===== config.mk =====
export PLATFORM = sky130hd
export DESIGN_NAME = debug_breakpoint_watchpoint_unit
export DESIGN_NICKNAME = d
export VERILOG_FILES = /design/src/dbg_match_pkg.sv /design/src/match_if.sv /design/src/instr_match.sv /design/src/data_match.sv /design/src/debug_breakpoint_watchpoint_unit.sv
export SDC_FILE = /design/constraint.sdc
export NUM_CORES = 2
export LEC_CHECK = 0
export ABC_AREA = 1
export BUFFER_PORTS_ARGS = -buffer_cell sky130_fd_sc_hd__buf_2
export CAP_MARGIN = 25
export CELL_PAD_IN_SITES_DETAIL_PLACEMENT = 0
export CELL_PAD_IN_SITES_GLOBAL_PLACEMENT = 1
export CORE_ASPECT_RATIO = 0.8
export CORE_MARGIN = 8
export CORE_UTILIZATION = 47
export DETAILED_ROUTE_END_ITERATION = 12
export HOLD_SLACK_MARGIN = 0.08
export PLACE_DENSITY = 0.9
export SLEW_MARGIN = 15
export SYNTH_ARGS = -nofsm -noshare
export SYNTH_HDL_FRONTEND = slang
export SYNTH_SLANG_ARGS = --single-unit

===== constraint.sdc =====
create_clock -name clock -period 2.1 [get_ports clock]
set_input_delay 0 -clock clock [delete_from_list [all_inputs] [get_ports clock]]
set_output_delay 0 -clock clock [all_outputs]
set_load 0.02 [all_outputs]

===== src/dbg_match_pkg.sv =====
// package: offsets, field layouts, reset values and helpers of the debug comparator block
package dbg_match_pkg;

  // ****************************************
  // sizes
  // ****************************************
  localparam int NUM_UNITS  = 4;
  localparam int CORE_W     = 3;
  localparam int MASK_W     = 8;

  typedef logic [NUM_UNITS-1:0][31:0] word4_type;

  // ****************************************
  // register offsets
  // ****************************************
  localparam logic [7:0] OFF_WRITE_LOCK  = 8'h04;
  localparam logic [7:0] OFF_DEBUG_IRQ   = 8'h05;
  localparam logic [7:0] OFF_IBP_ADDR    = 8'h30;
  localparam logic [7:0] OFF_IBP_CTRL    = 8'h40;
  localparam logic [7:0] OFF_WP_FIRST    = 8'h50;
  localparam logic [7:0] OFF_WP_SECOND   = 8'h60;
  localparam logic [7:0] OFF_WP_CTRL     = 8'h70;

  // ****************************************
  // field positions
  // ****************************************
  localparam int BIT_ENABLE    = 0;
  localparam int BIT_INVERT    = 1;
  localparam int BIT_LOAD      = 2;
  localparam int MASK_LSB      = 16;
  localparam int BIT_LOCK      = 0;
  localparam int BIT_IRQ_REQ   = 0;
  localparam int BIT_DBG_MODE  = 1;

  // writable bits of each control word, the rest read as zero
  localparam logic [31:0] IBP_CTRL_WMASK = 32'h00ff_0003;
  localparam logic [31:0] WP_CTRL_WMASK  = 32'h00ff_0007;

  // ****************************************
  // reset values
  // ****************************************
  localparam logic        LOCK_RESET      = 1'b0;
  localparam logic        IRQ_REQ_RESET   = 1'b0;
  localparam logic        DBG_MODE_RESET  = 1'b0;
  localparam logic [31:0] CTRL_RESET      = 32'h0000_0000;
  localparam logic [31:0] ADDR_RESET      = 32'h0000_0000;
  localparam logic [31:0] RDATA_RESET     = 32'h0000_0000;

  // mask bit of the given logical core in a control word
  function automatic logic core_enabled(logic [31:0] ctrl, logic [CORE_W-1:0] core);
    core_enabled = ctrl[MASK_LSB + int'(core)];
  endfunction : core_enabled

endpackage : dbg_match_pkg


===== src/match_if.sv =====
// interface: comparator settings and access stream between the register file and comparators
interface match_if;
  dbg_match_pkg::word4_type            ibp_addr;
  dbg_match_pkg::word4_type            ibp_ctrl;
  dbg_match_pkg::word4_type            wp_first;
  dbg_match_pkg::word4_type            wp_second;
  dbg_match_pkg::word4_type            wp_ctrl;
  logic                                pc_valid;
  logic [31:0]                         pc;
  logic [dbg_match_pkg::CORE_W-1:0]    pc_core;
  logic                                mem_valid;
  logic                                mem_store;
  logic [31:0]                         mem_addr;
  logic [dbg_match_pkg::CORE_W-1:0]    mem_core;
  logic [dbg_match_pkg::NUM_UNITS-1:0] ibp_hit;
  logic [dbg_match_pkg::NUM_UNITS-1:0] wp_hit;

  modport owner (output ibp_addr, ibp_ctrl, wp_first, wp_second, wp_ctrl,
                 output pc_valid, pc, pc_core, mem_valid, mem_store, mem_addr, mem_core,
                 input  ibp_hit, wp_hit);
  modport instr (input ibp_addr, ibp_ctrl, pc_valid, pc, pc_core, output ibp_hit);
  modport data  (input wp_first, wp_second, wp_ctrl, mem_valid, mem_store, mem_addr,
                 input mem_core, output wp_hit);
endinterface : match_if


===== src/instr_match.sv =====
// module: four program counter comparators
module instr_match
(
  // settings and program counter stream
  match_if.instr m
);

  always_comb
  begin
    for (int i = 0; i < dbg_match_pkg::NUM_UNITS; i++)
    begin
      logic same;
      logic cond;
      same = (m.pc == m.ibp_addr[i]);
      cond = m.ibp_ctrl[i][dbg_match_pkg::BIT_INVERT] ? !same : same; // RULE_03
      m.ibp_hit[i] = m.pc_valid
                   & m.ibp_ctrl[i][dbg_match_pkg::BIT_ENABLE] // RULE_02
                   & dbg_match_pkg::core_enabled(m.ibp_ctrl[i], m.pc_core) // RULE_01
                   & cond; // RULE_15
    end
  end

endmodule : instr_match


===== src/data_match.sv =====
// module: four load and store address range comparators
module data_match
(
  // settings and memory access stream
  match_if.data m
);

  always_comb
  begin
    for (int i = 0; i < dbg_match_pkg::NUM_UNITS; i++)
    begin
      logic in_range;
      logic out_range;
      logic cond;
      logic kind_ok;
      in_range  = (m.mem_addr >= m.wp_first[i]) && (m.mem_addr <= m.wp_second[i]); // RULE_07
      out_range = (m.mem_addr < m.wp_first[i]) || (m.mem_addr > m.wp_second[i]); // RULE_08
      cond      = m.wp_ctrl[i][dbg_match_pkg::BIT_INVERT] ? out_range : in_range;
      kind_ok = m.mem_store | m.wp_ctrl[i][dbg_match_pkg::BIT_LOAD]; // RULE_09
      m.wp_hit[i] = m.mem_valid
                  & kind_ok
                  & m.wp_ctrl[i][dbg_match_pkg::BIT_ENABLE] // RULE_02
                  & dbg_match_pkg::core_enabled(m.wp_ctrl[i], m.mem_core) // RULE_01
                  & cond; // RULE_15
    end
  end

endmodule : data_match


===== src/debug_breakpoint_watchpoint_unit.sv =====
// top: debug breakpoint and watchpoint registers, comparators and debug interrupt request
//
// Function
// RULE_01 - each comparator fires only for logical cores whose eight-bit mask bit is set
// RULE_02 - control bit 0 enables a comparator; cleared means never fire; resets zero
// RULE_03 - breakpoint fires on pc equal address, or on unequal when bit 1 set
// RULE_04 - an enabled breakpoint hit on a selected core raises a debug interrupt there
// RULE_05 - four breakpoint control words with mask, invert and enable, all reset zero
// RULE_06 - four watchpoints each with writable 32-bit first and second addresses
// RULE_07 - bit 1 clear: watchpoint fires on addresses from first to second inclusive
// RULE_08 - bit 1 set: watchpoint fires strictly outside the range, never at the ends
// RULE_09 - stores always considered; loads only with control bit 2 set, reset zero
// RULE_10 - four watchpoint control words with mask, load enable, invert and enable
// RULE_11 - lock bit 0 makes config-writable registers read-only from the switch side
// RULE_12 - writing one to debug interrupt bit 0 requests a debug interrupt; resets zero
// RULE_13 - debug interrupt bit 1 is read-only and shows debug mode; resets zero
// RULE_14 - reserved bits of all control words are read-only and read zero
// RULE_15 - fire only when enable, core mask bit and address condition hold together
module debug_breakpoint_watchpoint_unit
(
  // clock and reset
  input  wire logic                              clock,
  input  wire logic                              rst_n,

  // debugger register port, reaches debug and configuration registers
  input  wire logic [7:0]                        dbg_addr,
  input  wire logic                              dbg_write,
  input  wire logic [31:0]                       dbg_wdata,
  output logic      [31:0]                       dbg_rdata,

  // processor switch register port, configuration registers only
  input  wire logic [7:0]                        switch_addr,
  input  wire logic                              switch_write,
  input  wire logic [31:0]                       switch_wdata,
  output logic      [31:0]                       switch_rdata,

  // pipeline instruction stream
  input  wire logic                              pc_valid,
  input  wire logic [31:0]                       program_counter,
  input  wire logic [dbg_match_pkg::CORE_W-1:0]  pc_core,

  // pipeline memory access stream
  input  wire logic                              mem_valid,
  input  wire logic                              mem_store,
  input  wire logic [31:0]                       mem_addr,
  input  wire logic [dbg_match_pkg::CORE_W-1:0]  mem_core,

  // processor state
  input  wire logic                              debug_mode,

  // debug events toward the pipeline
  output logic [dbg_match_pkg::NUM_UNITS-1:0]    ibp_hit,
  output logic [dbg_match_pkg::CORE_W-1:0]       ibp_core,
  output logic [dbg_match_pkg::NUM_UNITS-1:0]    wp_hit,
  output logic [dbg_match_pkg::CORE_W-1:0]       wp_core,
  output logic                                   debug_irq
);

  // ****************************************
  // state
  // ****************************************
  typedef struct packed {
    logic                                 lock;
    logic                                 irq_req;
    logic                                 dbg_mode;
    dbg_match_pkg::word4_type             ibp_addr;
    dbg_match_pkg::word4_type             ibp_ctrl;
    dbg_match_pkg::word4_type             wp_first;
    dbg_match_pkg::word4_type             wp_second;
    dbg_match_pkg::word4_type             wp_ctrl;
    logic [31:0]                          dbg_rdata;
    logic [31:0]                          switch_rdata;
    logic [dbg_match_pkg::NUM_UNITS-1:0]  ibp_hit;
    logic [dbg_match_pkg::CORE_W-1:0]     ibp_core;
    logic [dbg_match_pkg::NUM_UNITS-1:0]  wp_hit;
    logic [dbg_match_pkg::CORE_W-1:0]     wp_core;
    logic                                 debug_irq;
  } state_type;

  state_type s;
  state_type next_s;

  match_if m ();

  // ****************************************
  // comparators
  // ****************************************
  instr_match u_instr_match
  (
    .m (m.instr)
  );

  data_match u_data_match
  (
    .m (m.data)
  );

  assign m.ibp_addr  = s.ibp_addr;
  assign m.ibp_ctrl  = s.ibp_ctrl;
  assign m.wp_first  = s.wp_first;
  assign m.wp_second = s.wp_second;
  assign m.wp_ctrl   = s.wp_ctrl;
  assign m.pc_valid  = pc_valid;
  assign m.pc        = program_counter;
  assign m.pc_core   = pc_core;
  assign m.mem_valid = mem_valid;
  assign m.mem_store = mem_store;
  assign m.mem_addr  = mem_addr;
  assign m.mem_core  = mem_core;

  // ****************************************
  // register access helpers
  // ****************************************
  // configuration space holds the lock and the debug interrupt word
  function automatic state_type write_reg(state_type st, logic [7:0] a, logic [31:0] d,
                                          logic cfg_only);
    logic [1:0] i;
    i = a[1:0];
    write_reg = st;
    if (a == dbg_match_pkg::OFF_WRITE_LOCK)
    begin
      write_reg.lock = d[dbg_match_pkg::BIT_LOCK];
    end
    else if (a == dbg_match_pkg::OFF_DEBUG_IRQ)
    begin
      write_reg.irq_req = d[dbg_match_pkg::BIT_IRQ_REQ]; // RULE_12
    end
    else if (!cfg_only)
    begin
      case (a[7:2])
        dbg_match_pkg::OFF_IBP_ADDR[7:2]:
          write_reg.ibp_addr[i] = d;
        dbg_match_pkg::OFF_IBP_CTRL[7:2]:
          write_reg.ibp_ctrl[i] = d & dbg_match_pkg::IBP_CTRL_WMASK; // RULE_05 RULE_14
        dbg_match_pkg::OFF_WP_FIRST[7:2]:
          write_reg.wp_first[i] = d; // RULE_06
        dbg_match_pkg::OFF_WP_SECOND[7:2]:
          write_reg.wp_second[i] = d; // RULE_06
        dbg_match_pkg::OFF_WP_CTRL[7:2]:
          write_reg.wp_ctrl[i] = d & dbg_match_pkg::WP_CTRL_WMASK; // RULE_10 RULE_14
        default:
          write_reg = st;
      endcase
    end
  endfunction : write_reg

  function automatic logic [31:0] read_reg(state_type st, logic [7:0] a, logic cfg_only);
    logic [1:0] i;
    i = a[1:0];
    read_reg = 32'h0000_0000;
    if (a == dbg_match_pkg::OFF_WRITE_LOCK)
    begin
      read_reg[dbg_match_pkg::BIT_LOCK] = st.lock;
    end
    else if (a == dbg_match_pkg::OFF_DEBUG_IRQ)
    begin
      read_reg[dbg_match_pkg::BIT_IRQ_REQ]  = st.irq_req;
      read_reg[dbg_match_pkg::BIT_DBG_MODE] = st.dbg_mode; // RULE_13
    end
    else if (!cfg_only)
    begin
      case (a[7:2])
        dbg_match_pkg::OFF_IBP_ADDR[7:2]:
          read_reg = st.ibp_addr[i];
        dbg_match_pkg::OFF_IBP_CTRL[7:2]:
          read_reg = st.ibp_ctrl[i];
        dbg_match_pkg::OFF_WP_FIRST[7:2]:
          read_reg = st.wp_first[i];
        dbg_match_pkg::OFF_WP_SECOND[7:2]:
          read_reg = st.wp_second[i];
        dbg_match_pkg::OFF_WP_CTRL[7:2]:
          read_reg = st.wp_ctrl[i];
        default:
          read_reg = 32'h0000_0000;
      endcase
    end
  endfunction : read_reg

  // true when any comparator of the group fired
  function automatic logic any_hit(logic [dbg_match_pkg::NUM_UNITS-1:0] h);
    any_hit = |h;
  endfunction : any_hit

  // ****************************************
  // next state
  // ****************************************
  always_comb
  begin
    next_s = s;

    // switch writes are dropped while locked; debugger writes win on a collision
    if (switch_write && !s.lock) // RULE_11
    begin
      next_s = write_reg(next_s, switch_addr, switch_wdata, 1'b1);
    end
    if (dbg_write)
    begin
      next_s = write_reg(next_s, dbg_addr, dbg_wdata, 1'b0);
    end

    next_s.dbg_mode     = debug_mode; // RULE_13
    next_s.dbg_rdata    = read_reg(s, dbg_addr, 1'b0);
    next_s.switch_rdata = read_reg(s, switch_addr, 1'b1);

    // hits, each reported with the core that caused it
    next_s.ibp_hit  = m.ibp_hit; // RULE_15
    next_s.ibp_core = any_hit(m.ibp_hit) ? pc_core : s.ibp_core; // RULE_04
    next_s.wp_hit   = m.wp_hit;
    next_s.wp_core  = any_hit(m.wp_hit) ? mem_core : s.wp_core;

    // software request or breakpoint hit both reach the debug interrupt
    next_s.debug_irq = next_s.irq_req | any_hit(m.ibp_hit); // RULE_04 RULE_12
  end

  // ****************************************
  // state register
  // ****************************************
  always_ff @(posedge clock or negedge rst_n)
  begin
    if (!rst_n)
    begin
      s.lock         <= dbg_match_pkg::LOCK_RESET;
      s.irq_req      <= dbg_match_pkg::IRQ_REQ_RESET; // RULE_12
      s.dbg_mode     <= dbg_match_pkg::DBG_MODE_RESET; // RULE_13
      s.ibp_addr     <= {dbg_match_pkg::NUM_UNITS{dbg_match_pkg::ADDR_RESET}};
      s.ibp_ctrl     <= {dbg_match_pkg::NUM_UNITS{dbg_match_pkg::CTRL_RESET}}; // RULE_02 RULE_05
      s.wp_first     <= {dbg_match_pkg::NUM_UNITS{dbg_match_pkg::ADDR_RESET}};
      s.wp_second    <= {dbg_match_pkg::NUM_UNITS{dbg_match_pkg::ADDR_RESET}};
      s.wp_ctrl      <= {dbg_match_pkg::NUM_UNITS{dbg_match_pkg::CTRL_RESET}}; // RULE_09
      s.dbg_rdata    <= dbg_match_pkg::RDATA_RESET;
      s.switch_rdata <= dbg_match_pkg::RDATA_RESET;
      s.ibp_hit      <= '0;
      s.ibp_core     <= '0;
      s.wp_hit       <= '0;
      s.wp_core      <= '0;
      s.debug_irq    <= 1'b0;
    end
    else
    begin
      s <= next_s;
    end
  end

  // ****************************************
  // outputs
  // ****************************************
  assign dbg_rdata    = s.dbg_rdata;
  assign switch_rdata = s.switch_rdata;
  assign ibp_hit      = s.ibp_hit;
  assign ibp_core     = s.ibp_core;
  assign wp_hit       = s.wp_hit;
  assign wp_core      = s.wp_core;
  assign debug_irq    = s.debug_irq;

endmodule : debug_breakpoint_watchpoint_unit


Word-level counts from Yosys, hierarchy flattened
Cells that the tools add are included.
W data, S select, Z words.
{ "classes": {"n_addsub": 2, "mul": 0, "div_mod_pow": 0, "magnitude_cmp": 20, "n_eq_ne": 13, "shifts": 0, "mux": 71, "bitwise_logic": 33, "n_reduce_logical": 17} }
{ "op_table": {"columns": ["cell", "count"], "rows": [
  ["$mux W722", 2],
  ["$mux W721", 1],
  ["$mux W719", 1],
  ["$bwmux W128", 5],
  ["$mux W128", 5],
  ["$bmux W32 S2", 5],
  ["$mux W32", 6],
  ["$pmux W32 S5", 1],
  ["$eq A32 B32 Y1", 4],
  ["$ge A32 B32 Y1", 4],
  ["$gt A32 B32 Y1", 4],
  ["$le A32 B32 Y1", 4],
  ["$lt A32 B32 Y1", 4],
  ["$demux W32 S2", 1],
  ["$lt A32 B7 Y1 const B", 2],
  ["$bmux W1 S5", 8],
  ["$eq A8 B3 Y1 const B", 4],
  ["$mux W1", 32],
  ["$mux W31", 1],
  ["$mux W30", 1],
  ["$and A1 B1 Y1", 28],
  ["$eq A6 B5 Y1 const B", 4],
  ["$add A5 B3 Y6 const A", 2],
  ["$reduce_or A4 Y1", 2],
  ["8 further kinds", 25]
]} }
{ "word_totals": {"ff_bits": 692, "latchBits": 0, "mem_bits_rw": 0, "romBits": 0, "inputBits": 158, "output_inout_bits": 79, "mem_count": 0} }

Logic depth before layout (Yosys ltp)
{ "logic_depth": {"ltp_word": 10, "mapped_depth": 21, "mapped_depth_nobuf": 21} }

Hierarchy
A second synthesis with hierarchy kept.
{ "unflattened": {"cells_unflattened": 5110, "hier_area_um2": 39100.0} }
{ "by_module_without_submodules": {"columns": ["mod", "instances", "cells_per_inst", "area_per_inst_um2"], "rows": [
  ["debug_breakpoint_watchpoint_unit", 1, 3461, 29412.0],
  ["data_match", 1, 1204, 7231.9],
  ["instr_match", 1, 445, 2456.1]
]} }

Least setup slack after synthesis
Ideal clock, no wire load.
{ "synth_timing": {"path_kind": "register to register", "from": "register with a tool-made name", "to": "register, netlist name wp_core[1]", "setup_time_ps": 65, "arrival_time_ps": 1838, "slack_ps": 197, "path_stages_with_launch": 15, "n_path_buf": 0, "period_less_slack_ps": 1903, "path_cell_list": "dfrtp_1 inv_1 ha_1 nand2_1 nor2_1 nand2_1 nor4_1 nand2_1 a21oi_1 nand2_1 nand3_1 nand2_1 nor2_1 nand2_1 nand2_1"} }

==> results by group <==
Power and ir drop
  – Max VDD drop: just under 0.0006 V
  – Leakage power: ~23 nW
  – Pwr Total: between 30 and 40 mW
  – Pwr/cell area: approximately 700 nW/µm²

Floorplan
  – Starting Density: a little under half
  – Die Wd: 333 µm
  – Chip height: approximately 270 µm
  – CORE AREA: 79900 µm²
  – Rows: 93
  – Die footprint: about 90000 µm²
  – Ports: about 240

Drt
  – Met2 wire length: 56400 µm
  – Total DRC errors in the routed layout: 0
  – Antenna-violating nets left: 0
  – Top Metal Used: met5
  – Metal-1 WL: between 50000 and 60000 µm
  – Wire length on met3: approximately 12000 µm
  – Via count: approximately 34000
  – Routed WL: roughly 130000 µm
  – Via density: ~5.6
  – 1st-pass router iterations: 6
  – Initial DRC count: 3339
  – Mean routed wirelength per cell: around 21 µm

Setup path
  – Slowest cell on crit path: dfrtp_1
  – Setup crit start kind: flop
  – Critical Path AT: approximately 2.7 ns
  – Critical path's largest stage delay: approximately 0.38 ns
  – CP Capture Type: flop
  – Setup Crit Path Kind: flop to flop
  – Worst endpoint required time: about 2.6 ns
  – CP max FO: 4
  – Flop-to-flop setup slack: -0.11 ns
  – Cell mode on critical path: nand2_1
  – Worst-path cell chain: inv_2 -> ha_4 -> a21oi_1 -> o21ai_0 -> nand2_1 -> nand3_1 -> nor2_4 -> nand3_2 -> nand2_1 -> nand2_1 -> nand3_2 -> nand2_4 -> o21ai_1 -> nand2_1

Timing
  – Final hold vios: 0
  – Fmax: between 400 and 500 MHz
  – Min cycle time layout: between 2 and 2.5 ns
  – Final Skew: 0.0261 ns
  – Period utilisation layout: 105%
  – Relative slew slack: 45.9%
  – Final Setup Violations: 5
  – PnR worst setup slack: -0.108 ns
  – RSZ-0062 raised after global routing: true
  – Actual slew at the worst max-slew pin: 0.810 ns
  – Fin. max-slew vios: 0

Logic synthesis
  – Most used DFF post-synth: dfrtp_1
  – Synth cell count leaders: nand2_1, dfrtp_1, inv_1, o21ai_0, nor2_1
  – Mean post-synth cell area: 8.38 µm²
  – Number of synthesized flops with an enable pin: 0
  – Cell with the most instances after synthesis: nand2_1
  – Asr flop ratio synth: 100%
  – Largest area contributor in the netlist: dfrtp_1
  – Yosys top cell area share: a little under half
  – Yosys cell types: approximately 50
  – Post-synthesis sequential area ratio: a little under half
  – Synth Register Bits: about 690
  – Top cells by area, synth: dfrtp_1, nand2_1, ha_1
  – Cell Area, Synth: approximately 38000 µm²
  – Ys Warns: 0
  – Cell count after synthesis: 4499

Placement
  – Dpl cell area: ~42000 µm²
  – Placer Congestion: roughly 0.93
  – Final HPWL DP: between 90000 and 100000 µm
  – Worst slack, placed: -0.404 ns
  – Port Buffer Count: between 150 and 200

Finish
  – Area growth syn-to-layout: 23.3%
  – Share of post-route cells with drive strength above 1: approximately 19%
  – Fin area: between 40000 and 50000 µm²
  – Nets: 5366
  – Post-layout util: approximately three fifths

Clocking
  – Clock Path Buffers: 3
  – Num CTS Buffers: 75
  – Clock Latency Late Sink: 0.63 ns
  – Clock transition at path regs: 0.06 ns
  – Clock sinks: 692
  – CTS root buffer: clkbuf_16
  – CTS tree: done
  – H-tree levels: 3

GRT
  – First-pass GRT wire length: about 200000 µm
  – Largest net degree at the start of global routing: 80
  – Number of global-route vias before repair: between 30000 and 40000
  – Initial antenna violation count: 7
  – GR Overflow Total: 0
  – GRT Total Usage: between 20 and 30%

Worst hold path
  – Worst min-delay path class: input port to flop

Outcome
  – Failing checks: setup timing
  – Status: complete, but fails checks

Job
  – Max_cap viols: 0
## worst max-delay path, delay by kind of cell (launching register included)
| kind | cells | cell delay, ns |
|---|---|---|
| AO/OA/AOI/OAI | 3 | 0.49 |
| adder cells (fa/ha/maj) | 1 | 0.21 |
| buffers and inverters | 1 | 0.08 |
| flip-flops | 1 | 0.38 |
| AND/OR/NAND/NOR | 9 | 0.92 |
## worst paths after layout
path | startpoint | to | depth (start not counted)
worst max-delay path | flop | wp_core[1] | 14
worst min-delay path | dbg_addr[5] | dbg_rdata[28] | 4
worst max register to register | flop | wp_core[1] | 14
worst min register to register | m.wp_ctrl[88] | m.wp_ctrl[88] | 2
max in group asynchronous | rst_n | m.wp_ctrl[38] | 3
min in group asynchronous | rst_n | async pin | 3
## timing repair
item,CTS,global route
cloned,0,0
hold buffers,60,2
endpoints found under the setup margin,10,12
resized for setup,80,169
setup buffers,3,23
endpoints found under the hold margin,1175,2
pin swaps,51,82
## routing by layer
layer / vias to the layer above / global-route usage (%)
met4: 2 / 11.7
met2: 1528 / 42.4
li1: 15700 / -
met3: 266 / 5.63
met5: - / 0
met1: 16300 / 38.2
## stage by stage
step                hold slack (ns)  setup TNS (ns)  instances
finish                        0.157          -0.390       6058
detailed placement          0.00649           -2.58       5837
global route                  0.149           -1.43       6055
floorplan                    -0.296               0       4528
CTS                           0.109          -0.105       6030
global placement             0.0208           -1.91       5837
## cell usage in the layout, fill, tap and decap left out, types with 68 or more instances in the layout
cell type  synthesis  final
o21ai_1          272    284
a21oi_1          170    145
inv_1            585    562
a22oi_1          109    109
buf_4             78    358
dfrtp_1          692    692
o21ai_0          341    326
o22ai_1          172    172
ha_1             256    231
clkbuf_16          0     78
xor2_1            68     68
buf_2             81    174
nor2_1           295    249
nand2_1          890    850
## final cells by class
class	instances	area [µm²]
Multi-Input combinational cell	2929	17600
Antenna cell	6	15.0
Clock inverter	20	320
Clock buffer	112	2300
Tap cell	1045	1310
Inverter	595	2240
Fill cell	7016	33400
Timing Repair Buffer	659	5440
Sequential cell	692	17300
## report_power, final
| part | switching, mW | leakage [nW] | internal (mW) | total (mW) |
|---|---|---|---|---|
| Clock | 5.65 | 1.29 | 8.54 | 14.2 |
| Sequential | 0.374 | 8.96 | 14.0 | 14.4 |
| Combinational | 2.84 | 12.4 | 1.77 | 4.61 |
| Total | 8.87 | 22.6 | 24.3 | 33.2 |
## cells by family after synthesis
| logic type | Yosys count | share of synthesized area (%) |
|---|---|---|
| and+or+nand+nor | 1365 | 14.8 |
| AOI/OAI and AO/OA | 1182 | 18.1 |
| buffers and inverters | 907 | 10.4 |
| DFF | 692 | 45.9 |
| adders and majority gates | 256 | 8.50 |
| xor gates and xnor gates | 96 | 2.23 |
| other | 1 | 0.00995 |
No activity file was read; power rests on OpenSTA's default activity.
